File: src/bmpa_pkg.sv
package bmpa_pkg;
    localparam int BMPA_NM  = 11;
    localparam int BMPA_PW  = 3;
    localparam int BMPA_IDW = 6;
    localparam int BMPA_AW  = 8;

    // Master slots, ordered by rising identifier
    localparam int BMPA_IX_CPU_PROG = 0;
    localparam int BMPA_IX_CPU_DATA = 1;
    localparam int BMPA_IX_VIDEO    = 2;
    localparam int BMPA_IX_DMA      = 3;
    localparam int BMPA_IX_C0_RD    = 4;
    localparam int BMPA_IX_C1_WR    = 7;
    localparam int BMPA_IX_ETH      = 8;
    localparam int BMPA_IX_USB      = 9;
    localparam int BMPA_IX_HOST     = 10;

    localparam logic [BMPA_IDW-1:0] BMPA_MSTID [BMPA_NM] = '{
        6'h00, 6'h01, 6'h08, 6'h0a, 6'h10, 6'h11, 6'h12, 6'h13, 6'h20, 6'h22, 6'h25};

    // Slots that drive their own priority on the request port
    localparam logic [BMPA_NM-1:0] BMPA_OWN_PRI = 11'h0f8;

    localparam logic [BMPA_AW-1:0] BMPA_OFS_CTRL  = 8'h00;
    localparam logic [BMPA_AW-1:0] BMPA_OFS_STAT  = 8'h04;
    localparam logic [BMPA_AW-1:0] BMPA_OFS_MPRI0 = 8'h3c;
    localparam logic [BMPA_AW-1:0] BMPA_OFS_MPRI1 = 8'h40;
    localparam logic [BMPA_AW-1:0] BMPA_OFS_VPCR  = 8'h50;

    localparam int BMPA_POS_CPU_PROG = 0;
    localparam int BMPA_POS_CPU_DATA = 4;
    localparam int BMPA_POS_ETH      = 0;
    localparam int BMPA_POS_USB      = 4;
    localparam int BMPA_POS_HOST     = 8;
    localparam int BMPA_POS_DYN      = 0;

    localparam logic [31:0] BMPA_CTRL_RST  = 32'h0000_0001;
    localparam logic [31:0] BMPA_MPRI0_RST = 32'h0000_0011;
    localparam logic [31:0] BMPA_MPRI1_RST = 32'h0000_0444;
    localparam logic [31:0] BMPA_VPCR_RST  = 32'h0000_0000;
    localparam logic [31:0] BMPA_CTRL_MSK  = 32'h0000_0001;
    localparam logic [31:0] BMPA_MPRI0_MSK = 32'h0000_0077;
    localparam logic [31:0] BMPA_MPRI1_MSK = 32'h0000_0777;
    localparam logic [31:0] BMPA_VPCR_MSK  = 32'h0000_0007;

    localparam logic [1:0] BMPA_RESP_OKAY   = 2'h0;
    localparam logic [1:0] BMPA_RESP_SLVERR = 2'h2;

    function automatic logic bmpa_is_reserved(input logic [BMPA_IDW-1:0] id);
        return !(id inside {6'h00, 6'h01, 6'h08, 6'h0a, 6'h10, 6'h11, 6'h12, 6'h13, 6'h20, 6'h22, 6'h25});
    endfunction : bmpa_is_reserved

    // With dyn set, lower value wins and equal values go to the lower slot; with dyn clear the lowest requesting slot wins
    function automatic logic [BMPA_NM-1:0] bmpa_pick(input logic [BMPA_NM-1:0]              req,
                                                     input logic [BMPA_NM-1:0][BMPA_PW-1:0] pri,
                                                     input logic                            dyn);
        logic [BMPA_NM-1:0] g;
        logic [BMPA_PW-1:0] best;
        logic               found;
        g     = '0;
        best  = '1;
        found = 1'b0;
        for (int i = 0; i < BMPA_NM; i++) begin
            if (req[i] && (!found || (dyn && pri[i] < best))) begin
                g     = '0;
                g[i]  = 1'b1;
                best  = pri[i];
                found = 1'b1;
            end
        end
        return g;
    endfunction : bmpa_pick

    function automatic logic [BMPA_IDW-1:0] bmpa_id_of(input logic [BMPA_NM-1:0] g);
        logic [BMPA_IDW-1:0] id;
        id = '0;
        for (int i = 0; i < BMPA_NM; i++) begin
            if (g[i]) begin
                id = id | BMPA_MSTID[i];
            end
        end
        return id;
    endfunction : bmpa_id_of
endpackage : bmpa_pkg

File: src/bmpa_pri.sv
`timescale 1ns/1ns
`default_nettype none
module bmpa_pri
    import bmpa_pkg::*;
(
    input  wire logic [BMPA_NM-1:0][BMPA_PW-1:0] m_pri,
    input  wire logic [31:0]                     mpri0,
    input  wire logic [31:0]                     mpri1,
    input  wire logic [31:0]                     vpcr,
    output logic      [BMPA_NM-1:0][BMPA_PW-1:0] eff_pri
);
    genvar g;
    generate
        for (g = 0; g < BMPA_NM; g++) begin : g_own
            if (BMPA_OWN_PRI[g]) begin : g_pin
                assign eff_pri[g] = m_pri[g];
            end
        end
    endgenerate

    assign eff_pri[BMPA_IX_CPU_PROG] = mpri0[BMPA_POS_CPU_PROG +: BMPA_PW];
    assign eff_pri[BMPA_IX_CPU_DATA] = mpri0[BMPA_POS_CPU_DATA +: BMPA_PW];
    assign eff_pri[BMPA_IX_VIDEO]    = vpcr[BMPA_PW-1:0];
    assign eff_pri[BMPA_IX_ETH]      = mpri1[BMPA_POS_ETH +: BMPA_PW];
    assign eff_pri[BMPA_IX_USB]      = mpri1[BMPA_POS_USB +: BMPA_PW];
    assign eff_pri[BMPA_IX_HOST]     = mpri1[BMPA_POS_HOST +: BMPA_PW];
endmodule : bmpa_pri
`default_nettype wire

File: src/bmpa_arb.sv
`timescale 1ns/1ns
`default_nettype none
module bmpa_arb
    import bmpa_pkg::*;
(
    input  wire logic                            aclk,
    input  wire logic                            aresetn,
    input  wire logic                            dyn,
    input  wire logic [BMPA_NM-1:0]              req,
    input  wire logic [BMPA_NM-1:0][BMPA_PW-1:0] pri,
    output logic      [BMPA_NM-1:0]              gnt_ff,
    output logic      [BMPA_IDW-1:0]             id_ff
);
    logic               hold;
    logic [BMPA_NM-1:0] pick;
    logic [BMPA_NM-1:0] nxt_gnt;

    // Grant stays with its owner while it keeps requesting
    assign hold    = |(gnt_ff & req);
    assign pick    = bmpa_pick(req, pri, dyn);
    assign nxt_gnt = hold ? gnt_ff : pick;

    always_ff @(posedge aclk) begin
        if (!aresetn) begin
            gnt_ff <= '0;
            id_ff  <= '0;
        end else begin
            gnt_ff <= nxt_gnt;
            id_ff  <= bmpa_id_of(nxt_gnt);
        end
    end
endmodule : bmpa_arb
`default_nettype wire

File: src/bmpa_top.sv
`timescale 1ns/1ns
`default_nettype none
module bmpa_top
    import bmpa_pkg::*;
#(
    parameter int                                 NUM_SP   = 2,
    parameter logic [NUM_SP-1:0][BMPA_NM-1:0]     SP_ALLOW = '1,
    localparam int                                SPW      = (NUM_SP > 1) ? $clog2(NUM_SP) : 1
) (
    input  wire logic                             aclk,
    input  wire logic                             aresetn,
    input  wire logic [BMPA_AW-1:0]               s_axi_awaddr,
    input  wire logic                             s_axi_awvalid,
    output logic                                  s_axi_awready,
    input  wire logic [31:0]                      s_axi_wdata,
    input  wire logic [3:0]                       s_axi_wstrb,
    input  wire logic                             s_axi_wvalid,
    output logic                                  s_axi_wready,
    output logic [1:0]                            s_axi_bresp,
    output logic                                  s_axi_bvalid,
    input  wire logic                             s_axi_bready,
    input  wire logic [BMPA_AW-1:0]               s_axi_araddr,
    input  wire logic                             s_axi_arvalid,
    output logic                                  s_axi_arready,
    output logic [31:0]                           s_axi_rdata,
    output logic [1:0]                            s_axi_rresp,
    output logic                                  s_axi_rvalid,
    input  wire logic                             s_axi_rready,
    input  wire logic [BMPA_NM-1:0]               m_req,
    input  wire logic [BMPA_NM-1:0][SPW-1:0]      m_sp,
    input  wire logic [BMPA_NM-1:0][BMPA_PW-1:0]  m_pri,
    output logic      [NUM_SP-1:0][BMPA_NM-1:0]   sp_gnt,
    output logic      [NUM_SP-1:0][BMPA_IDW-1:0]  sp_gnt_id,
    output logic      [BMPA_NM-1:0]               m_deny
);
    // Refused at elaboration: the status word and the target decode serve 2 to 16 points
    if (NUM_SP < 2 || NUM_SP > 16) begin : g_bad_num_sp
        $error("NUM_SP must be between 2 and 16");
    end

    logic [31:0]               ctrl_ff;
    logic [31:0]               mpri0_ff;
    logic [31:0]               mpri1_ff;
    logic [31:0]               vpcr_ff;
    logic                      aw_full_ff;
    logic                      w_full_ff;
    logic [BMPA_AW-1:0]        waddr_ff;
    logic [31:0]               wdata_ff;
    logic [3:0]                wstrb_ff;
    logic                      awready_ff;
    logic                      wready_ff;
    logic                      bvalid_ff;
    logic [1:0]                bresp_ff;
    logic                      arready_ff;
    logic                      rvalid_ff;
    logic [31:0]               rdata_ff;
    logic [1:0]                rresp_ff;
    logic [BMPA_NM-1:0]        deny_ff;

    function automatic logic bmpa_mapped(input logic [BMPA_AW-1:0] a);
        return a inside {BMPA_OFS_CTRL, BMPA_OFS_STAT, BMPA_OFS_MPRI0, BMPA_OFS_MPRI1, BMPA_OFS_VPCR};
    endfunction : bmpa_mapped

    function automatic logic [31:0] bmpa_merge(input logic [31:0] old, input logic [31:0] nw,
                                               input logic [3:0] strb, input logic [31:0] msk);
        logic [31:0] r;
        r = old;
        for (int b = 0; b < 4; b++) begin
            if (strb[b]) begin
                r[8*b +: 8] = nw[8*b +: 8];
            end
        end
        return r & msk;
    endfunction : bmpa_merge

    // Write channel: address and data taken in either order
    logic        aw_take;
    logic        w_take;
    logic        do_wr;
    logic        nxt_aw_full;
    logic        nxt_w_full;
    logic        nxt_bvalid;
    logic        wr_ctrl;
    logic        wr_mpri0;
    logic        wr_mpri1;
    logic        wr_vpcr;

    assign aw_take     = s_axi_awvalid && awready_ff;
    assign w_take      = s_axi_wvalid && wready_ff;
    assign do_wr       = aw_full_ff && w_full_ff && !bvalid_ff;
    assign nxt_aw_full = aw_full_ff ? !do_wr : aw_take;
    assign nxt_w_full  = w_full_ff ? !do_wr : w_take;
    assign nxt_bvalid  = do_wr || (bvalid_ff && !s_axi_bready);
    assign wr_ctrl     = do_wr && waddr_ff == BMPA_OFS_CTRL;
    assign wr_mpri0    = do_wr && waddr_ff == BMPA_OFS_MPRI0;
    assign wr_mpri1    = do_wr && waddr_ff == BMPA_OFS_MPRI1;
    assign wr_vpcr     = do_wr && waddr_ff == BMPA_OFS_VPCR;

    always_ff @(posedge aclk) begin
        if (!aresetn) begin
            aw_full_ff <= 1'b0;
            w_full_ff  <= 1'b0;
            waddr_ff   <= '0;
            wdata_ff   <= '0;
            wstrb_ff   <= '0;
            awready_ff <= 1'b0;
            wready_ff  <= 1'b0;
            bvalid_ff  <= 1'b0;
            bresp_ff   <= BMPA_RESP_OKAY;
        end else begin
            aw_full_ff <= nxt_aw_full;
            w_full_ff  <= nxt_w_full;
            awready_ff <= !nxt_aw_full && !nxt_bvalid;
            wready_ff  <= !nxt_w_full && !nxt_bvalid;
            bvalid_ff  <= nxt_bvalid;
            if (aw_take) begin
                waddr_ff <= s_axi_awaddr;
            end
            if (w_take) begin
                wdata_ff <= s_axi_wdata;
                wstrb_ff <= s_axi_wstrb;
            end
            if (do_wr) begin
                bresp_ff <= bmpa_mapped(waddr_ff) ? BMPA_RESP_OKAY : BMPA_RESP_SLVERR;
            end
        end
    end

    always_ff @(posedge aclk) begin
        if (!aresetn) begin
            ctrl_ff  <= BMPA_CTRL_RST;
            mpri0_ff <= BMPA_MPRI0_RST;
            mpri1_ff <= BMPA_MPRI1_RST;
            vpcr_ff  <= BMPA_VPCR_RST;
        end else begin
            if (wr_ctrl) begin
                ctrl_ff <= bmpa_merge(ctrl_ff, wdata_ff, wstrb_ff, BMPA_CTRL_MSK);
            end
            if (wr_mpri0) begin
                mpri0_ff <= bmpa_merge(mpri0_ff, wdata_ff, wstrb_ff, BMPA_MPRI0_MSK);
            end
            if (wr_mpri1) begin
                mpri1_ff <= bmpa_merge(mpri1_ff, wdata_ff, wstrb_ff, BMPA_MPRI1_MSK);
            end
            if (wr_vpcr) begin
                vpcr_ff <= bmpa_merge(vpcr_ff, wdata_ff, wstrb_ff, BMPA_VPCR_MSK);
            end
        end
    end

    // Read channel
    logic              ar_take;
    logic              nxt_rvalid;
    logic [NUM_SP-1:0] sp_busy;
    logic [31:0]       stat_word;
    logic [31:0]       rd_word;

    assign ar_take    = s_axi_arvalid && arready_ff;
    assign nxt_rvalid = ar_take || (rvalid_ff && !s_axi_rready);
    assign stat_word  = 32'(sp_busy);
    assign rd_word    = (s_axi_araddr == BMPA_OFS_CTRL)  ? ctrl_ff :
                        (s_axi_araddr == BMPA_OFS_STAT)  ? stat_word :
                        (s_axi_araddr == BMPA_OFS_MPRI0) ? mpri0_ff :
                        (s_axi_araddr == BMPA_OFS_MPRI1) ? mpri1_ff :
                        (s_axi_araddr == BMPA_OFS_VPCR)  ? vpcr_ff : 32'h0000_0000;

    always_ff @(posedge aclk) begin
        if (!aresetn) begin
            arready_ff <= 1'b0;
            rvalid_ff  <= 1'b0;
            rdata_ff   <= '0;
            rresp_ff   <= BMPA_RESP_OKAY;
        end else begin
            arready_ff <= !nxt_rvalid;
            rvalid_ff  <= nxt_rvalid;
            if (ar_take) begin
                rdata_ff <= rd_word;
                rresp_ff <= bmpa_mapped(s_axi_araddr) ? BMPA_RESP_OKAY : BMPA_RESP_SLVERR;
            end
        end
    end

    // Priority sources and switching points
    logic [BMPA_NM-1:0][BMPA_PW-1:0] eff_pri;
    logic [NUM_SP-1:0][BMPA_NM-1:0]  sp_req;
    logic [BMPA_NM-1:0]              nxt_deny;
    logic                            dyn;

    assign dyn = ctrl_ff[BMPA_POS_DYN];

    bmpa_pri u_pri (
        .m_pri   (m_pri),
        .mpri0   (mpri0_ff),
        .mpri1   (mpri1_ff),
        .vpcr    (vpcr_ff),
        .eff_pri (eff_pri)
    );

    genvar s;
    genvar m;
    generate
        for (m = 0; m < BMPA_NM; m++) begin : g_deny
            assign nxt_deny[m] = m_req[m] && !(32'(m_sp[m]) < NUM_SP && SP_ALLOW[m_sp[m]][m]);
        end
        for (s = 0; s < NUM_SP; s++) begin : g_sp
            for (m = 0; m < BMPA_NM; m++) begin : g_req
                assign sp_req[s][m] = m_req[m] && m_sp[m] == SPW'(s) && SP_ALLOW[s][m];
            end
            bmpa_arb u_arb (
                .aclk    (aclk),
                .aresetn (aresetn),
                .dyn     (dyn),
                .req     (sp_req[s]),
                .pri     (eff_pri),
                .gnt_ff  (sp_gnt[s]),
                .id_ff   (sp_gnt_id[s])
            );
            assign sp_busy[s] = |sp_gnt[s];

            AST_ONEHOT: assert property (@(posedge aclk) disable iff (!aresetn) $onehot0(sp_gnt[s]))
                else $error("more than one grant at a switching point");
            AST_ALLOW: assert property (@(posedge aclk) disable iff (!aresetn)
                (sp_gnt[s] & ~SP_ALLOW[s]) == '0)
                else $error("grant to a master not permitted here");
        end
    endgenerate

    always_ff @(posedge aclk) begin
        if (!aresetn) begin
            deny_ff <= '0;
        end else begin
            deny_ff <= nxt_deny;
        end
    end

    assign s_axi_awready = awready_ff;
    assign s_axi_wready  = wready_ff;
    assign s_axi_bvalid  = bvalid_ff;
    assign s_axi_bresp   = bresp_ff;
    assign s_axi_arready = arready_ff;
    assign s_axi_rvalid  = rvalid_ff;
    assign s_axi_rdata   = rdata_ff;
    assign s_axi_rresp   = rresp_ff;
    assign m_deny        = deny_ff;

    // Helpers for checking the winner at switching point 0
    logic [BMPA_NM-1:0][BMPA_PW-1:0] pri_q;
    logic [BMPA_PW-1:0]              min_pri;
    logic [BMPA_PW-1:0]              gnt_pri;

    always_ff @(posedge aclk) begin
        pri_q <= eff_pri;
    end

    always_comb begin
        min_pri = '1;
        gnt_pri = '0;
        for (int i = 0; i < BMPA_NM; i++) begin
            if (sp_req[0][i] && eff_pri[i] < min_pri) begin
                min_pri = eff_pri[i];
            end
            if (sp_gnt[0][i]) begin
                gnt_pri = pri_q[i];
            end
        end
    end

    AST_ID_CPU: assert property (@(posedge aclk) disable iff (!aresetn)
        sp_gnt[0][BMPA_IX_CPU_DATA] |-> sp_gnt_id[0] == 6'h01 && !bmpa_is_reserved(sp_gnt_id[0]))
        else $error("processor data port carries the wrong identifier");
    AST_ID_DMA: assert property (@(posedge aclk) disable iff (!aresetn)
        sp_gnt[0][BMPA_IX_DMA] |-> sp_gnt_id[0] == 6'h0a)
        else $error("DMA controller carries the wrong identifier");
    AST_ID_CHAN: assert property (@(posedge aclk) disable iff (!aresetn)
        sp_gnt[0][BMPA_IX_C1_WR] |-> sp_gnt_id[0] == 6'h13)
        else $error("DMA channel 1 write carries the wrong identifier");
    AST_ID_HOST: assert property (@(posedge aclk) disable iff (!aresetn)
        sp_gnt[0][BMPA_IX_HOST] |-> sp_gnt_id[0] == 6'h25)
        else $error("host port carries the wrong identifier");
    AST_RST_PRI: assert property (@(posedge aclk) disable iff (!aresetn)
        !$past(aresetn) |-> eff_pri[BMPA_IX_CPU_PROG] == 3'h1 && eff_pri[BMPA_IX_ETH] == 3'h4
                            && eff_pri[BMPA_IX_HOST] == 3'h4)
        else $error("master priorities wrong after reset");
    AST_VPCR_RST: assert property (@(posedge aclk) disable iff (!aresetn)
        !$past(aresetn) |-> eff_pri[BMPA_IX_VIDEO] == 3'h0)
        else $error("video priority not zero after reset");
    AST_SW_PRI: assert property (@(posedge aclk) disable iff (!aresetn)
        wr_mpri1 && wstrb_ff[0] |=> eff_pri[BMPA_IX_ETH] == $past(wdata_ff[2:0]))
        else $error("Ethernet priority not taken from its register");
    AST_OWN_PRI: assert property (@(posedge aclk) disable iff (!aresetn)
        eff_pri[BMPA_IX_C0_RD] == m_pri[BMPA_IX_C0_RD])
        else $error("DMA channel priority not taken from its port");
    AST_FIXED: assert property (@(posedge aclk) disable iff (!aresetn)
        !dyn && !sp_busy[0] && |sp_req[0] |=> sp_gnt[0] == $past(sp_req[0] & (~sp_req[0] + 11'h001)))
        else $error("fixed order did not pick the lowest identifier");
    AST_DYN: assert property (@(posedge aclk) disable iff (!aresetn)
        dyn && !sp_busy[0] && |sp_req[0] |=> gnt_pri == $past(min_pri))
        else $error("dynamic order did not pick the lowest priority value");
    AST_SLVERR: assert property (@(posedge aclk) disable iff (!aresetn)
        do_wr && !bmpa_mapped(waddr_ff) |=> s_axi_bvalid && s_axi_bresp == BMPA_RESP_SLVERR)
        else $error("unmapped write not answered with an error");
endmodule : bmpa_top
`default_nettype wire

File: config.mk
export PLATFORM = sky130hd
export DESIGN_NAME = bmpa_top
export DESIGN_NICKNAME = d
export VERILOG_FILES = /design/src/bmpa_pkg.sv /design/src/bmpa_pri.sv /design/src/bmpa_arb.sv /design/src/bmpa_top.sv
export SDC_FILE = /design/constraint.sdc
export NUM_CORES = 1
export LEC_CHECK = 0
export BUFFER_PORTS_ARGS = -buffer_cell sky130_fd_sc_hd__buf_2
export CAP_MARGIN = 20
export CORE_MARGIN = 8
export CORE_UTILIZATION = 35
export DETAILED_ROUTE_END_ITERATION = 8
export SETUP_SLACK_MARGIN = 0.5
export SYNTH_ARGS = -nofsm -noshare
export SYNTH_HDL_FRONTEND = slang
export SYNTH_SLANG_ARGS = --single-unit
export TNS_END_PERCENT = 20
File: constraint.sdc
create_clock -name aclk -period 7.9 [get_ports aclk]
set_input_delay 0 -clock aclk [delete_from_list [all_inputs] [get_ports aclk]]
set_output_delay 0 -clock aclk [all_outputs]
set_load 0.05 [all_outputs]
==> impl_metrics.prom <==
# TYPE chip_impl_metric gauge
chip_impl_metric{name="grt_start_max_net_pins",unit=""} 55
chip_impl_metric{name="ys_ff_latch",unit=""} 88
chip_impl_metric{name="final_antenna_net_count",unit=""} 0
chip_impl_metric{name="cts-buffers-inserted",unit=""} 9
chip_impl_metric{name="fp-row-count",unit=""} 51
chip_impl_metric{name="worst_rel_slew_slack",unit=""} 0.392
chip_impl_metric{name="timing_hold_violations_final",unit=""} 0
chip_impl_metric{name="worst_hold_slack",unit="ns"} 0.0117
chip_impl_metric{name="grt_pass1_vias",unit=""} 7646
chip_impl_metric{name="routed_wire_length_per_instance",unit="um"} 18.1
chip_impl_info{name="maxUsedRoutingLayer",value="met4"} 1
chip_impl_metric{name="fin_cells",unit=""} 1495
chip_impl_info{name="timing.hold.worst.class",value="in -> reg"} 1
chip_impl_info{name="worstSetupPathType",value="reg -> reg"} 1
chip_impl_metric{name="setup_viol_count_final",unit=""} 25
chip_impl_metric{name="synth_edf_count",unit=""} 0
chip_impl_metric{name="core-area",unit="um2"} 19600
chip_impl_metric{name="ant_diodes",unit=""} 0
chip_impl_metric{name="ys_async_sr_fraction",unit=""} 0
chip_impl_metric{name="htree_num_levels",unit=""} 3
chip_impl_metric{name="nNetsFinal",unit=""} 1347
chip_impl_metric{name="fin_area",unit="um2"} 10000
chip_impl_metric{name="syn_area",unit="um2"} 7010
chip_impl_metric{name="number_of_cells_in_the_design_after_placement",unit=""} 1416
chip_impl_metric{name="initial_utilization",unit=""} 0.358
chip_impl_metric{name="dp_slack",unit="ns"} -0.633
chip_impl_metric{name="path_clk_slew",unit="ns"} 0.07
chip_impl_metric{name="total_power",unit="mW"} 1.71
chip_impl_metric{name="synth_seq_area_share",unit=""} 0.251
chip_impl_info{name="mostFrequentLayoutCells",value="sky130_fd_sc_hd__buf_4, sky130_fd_sc_hd__nand2_1, sky130_fd_sc_hd__buf_2"} 1
chip_impl_metric{name="top_level_i_o_count",unit=""} 200
chip_impl_metric{name="clockBufferDepth",unit=""} 2
chip_impl_info{name="postSynth.topFlopCell",value="sky130_fd_sc_hd__dfxtp_1"} 1
chip_impl_metric{name="cts_sinks",unit=""} 88
chip_impl_metric{name="synth_cell_types",unit=""} 94
chip_impl_info{name="crit_path_top_delay_cell",value="sky130_fd_sc_hd__or4_4"} 1
chip_impl_metric{name="post_synthesis_instance_total",unit=""} 939
chip_impl_metric{name="drt_iter0_markers",unit=""} 735
chip_impl_info{name="synth.top_cells.by_area",value="sky130_fd_sc_hd__dfxtp_1, sky130_fd_sc_hd__nand2_1, sky130_fd_sc_hd__a21oi_1"} 1
chip_impl_metric{name="die-width",unit="um"} 158
chip_impl_metric{name="met3_wirelength",unit="mm"} 2.24
chip_impl_metric{name="final_period_minus_worst_setup_slack",unit="ns"} 8.49
chip_impl_metric{name="cp.arrival",unit="ns"} 8.71
chip_impl_metric{name="grt_util_all_layers",unit=""} 0.206
chip_impl_metric{name="drt_drc_violations_left",unit=""} 0
chip_impl_metric{name="max_slew.worst_pin.slew",unit="ns"} 0.905
chip_impl_info{name="endpoint_kind",value="register"} 1
chip_impl_metric{name="dieHeight",unit="um"} 158
chip_impl_metric{name="insertion_delay",unit="ns"} 0.35
chip_impl_metric{name="cp_max_fo",unit=""} 7
chip_impl_metric{name="wl_met1",unit="mm"} 12.1
chip_impl_metric{name="finClkSkew",unit="ns"} 0.00907
chip_impl_metric{name="drt-total-wl",unit="mm"} 27.0
chip_impl_metric{name="critical_path_required",unit="ns"} 8.12
chip_impl_metric{name="p_leak",unit="nW"} 4.45
chip_impl_metric{name="post_dp_cell_area",unit="um2"} 8730
chip_impl_info{name="clockRootBuffer",value="sky130_fd_sc_hd__clkbuf_16"} 1
chip_impl_metric{name="routability_cong",unit=""} 0.996
chip_impl_info{name="tritoncts",value="built"} 1
chip_impl_metric{name="max_stage_delay_on_crit_path",unit="ns"} 0.51
chip_impl_metric{name="power.density_cell_area",unit="nW/um2"} 170
chip_impl_metric{name="wire_length_on_met2",unit="mm"} 12.0
chip_impl_info{name="synth_top_cell_by_area",value="sky130_fd_sc_hd__dfxtp_1"} 1
chip_impl_metric{name="syn_avg_cell_area",unit="um2"} 7.46
chip_impl_metric{name="global_route.overflow_total",unit=""} 0
chip_impl_metric{name="grt_antenna_before_repair",unit=""} 0
chip_impl_metric{name="timing.final.crit_share",unit=""} 1.07
chip_impl_info{name="unrepaired_setup_endpoints_after_global_routing",value="true"} 1
chip_impl_info{name="failing_checks",value="setup timing"} 1
chip_impl_info{name="status",value="finished, violations left"} 1
chip_impl_metric{name="power.ir.vdd_worst",unit="uV"} 145
chip_impl_metric{name="first_pass_iteration_count_of_the_detailed_router",unit=""} 5
chip_impl_metric{name="ys_warns",unit=""} 0
chip_impl_metric{name="max_clock_freq",unit="MHz"} 118
chip_impl_metric{name="grt_first_pass_wirelength",unit="mm"} 40.6
chip_impl_metric{name="buffer_ports.inserted",unit=""} 120
chip_impl_metric{name="maxSlewViolCount",unit=""} 0
chip_impl_metric{name="post_route_cells_drive_above_1_share",unit=""} 0.368
chip_impl_metric{name="die_area",unit="um2"} 24800
chip_impl_metric{name="timing.max_cap.violations",unit=""} 0
chip_impl_info{name="mostFrequentLayoutCell",value="sky130_fd_sc_hd__buf_4"} 1
chip_impl_metric{name="detailed_place_hpwl",unit="mm"} 20.8
chip_impl_metric{name="detailroute.via_count",unit=""} 8173
chip_impl_metric{name="route.detailed.vias_per_inst",unit=""} 5.47
chip_impl_metric{name="timing.final.ws_setup",unit="ns"} -0.587
chip_impl_metric{name="area_growth_from_synthesis_to_layout",unit="%"} 43.3
chip_impl_metric{name="netlist.area_leader.share",unit=""} 0.251
chip_impl_info{name="timing.critical_path.from_type",value="register"} 1
## worst paths after layout
path	cells after the start	from	endpoint	slack [ns]
worst max register to register	39	mpri0_ff[1]	g_sp[0].u_arb.id_ff[3]	-0.59
worst min-delay path	3	s_axi_araddr[2]	s_axi_rdata[1]	0.01
worst min register to register	1	w_full_ff	s_axi_wready	0.45
worst max-delay path	39	mpri0_ff[1]	g_sp[0].u_arb.id_ff[3]	-0.59
## timing repair
item / CTS / global route
pin swaps: 32 / 53
gates resized for setup: 28 / 84
hold buffers: 21 / 0
buffers inserted: 22 / 19
endpoints found under the setup margin: 32 / 32
endpoints found under the hold margin: 21 / 0
## routing by layer
layer | global-route usage | vias up
met3 | 0.0406 | 50
met1 | 0.282 | 3826
met5 | 0 | -
met2 | 0.315 | 341
met4 | 0.0743 | 0
li1 | - | 3956
## state kept, by name, summed over array words and instances, names as in the netlist, 2 cells and up
| name | count |
|---|---|
| mpri1_ff | 9 |
| mpri0_ff | 6 |
| s_axi_rdata | 9 |
| g_sp.u_arb.gnt_ff | 20 |
| g_sp.u_arb.id_ff | 12 |
| wstrb_ff | 2 |
| wdata_ff | 9 |
| vpcr_ff | 3 |
| waddr_ff | 8 |
## cell type report
class | count | area (um2)
flip-flops and latches | 88 | 1770
inverters | 39 | 146
well taps | 265 | 332
repair buffers | 317 | 2170
fillers | 1907 | 9550
clock inverters | 6 | 50.0
multi-input cells | 770 | 5350
clock buffers | 10 | 229
## cell usage after synthesis (all sizes together), types with 13 or more instances
master	instances
and2	19
nand4	16
nand3	31
o211ai	13
buf	51
o21ai	36
nand2	128
mux2	17
clkbuf	26
nor3	26
mux2i	33
nor2	86
a21o	15
nor2b	20
inv	39
a21oi	82
dfxtp	88
or3	13
## critical path: cells and delay by family, from the launching register on
kind / cells / cell delay, ns
adders and majority gates: 2 / 0.49
AOI/OAI and AO/OA: 24 / 4.79
buffers and inverters: 3 / 0.30
and+or+nand+nor: 7 / 1.55
DFF: 1 / 0.34
muxes: 3 / 0.90
## report_power, final
part / switching, mW / leakage (nW) / total (mW) / internal, mW
Combinational: 0.465 / 3.60 / 0.805 / 0.340
Sequential: 0.0250 / 0.717 / 0.499 / 0.474
Clock: 0.189 / 0.135 / 0.407 / 0.218
## stage by stage
step	util	setup TNS, ns
CTS	0.485	-6.04
detailed placement	0.446	-10.12
global placement	0.446	-7.53
floorplan	-	-0.529
global route	0.513	-17.41
finish	0.513	-7.70
## kinds of logic (layout without fill, tap and decap cells)
logic type | after synthesis | after routing | share of synthesized area
AO/OA/AOI/OAI | 272 | 272 | 0.281
adder cells (fa/ha/maj) | 16 | 16 | 0.0259
buffers and inverters | 116 | 372 | 0.0884
flip-flops | 88 | 88 | 0.251
multiplexers | 50 | 50 | 0.0755
other | 1 | 36 | 0.000535
AND/OR/NAND/NOR | 396 | 396 | 0.277
Power figures use the tool's default switching activity.
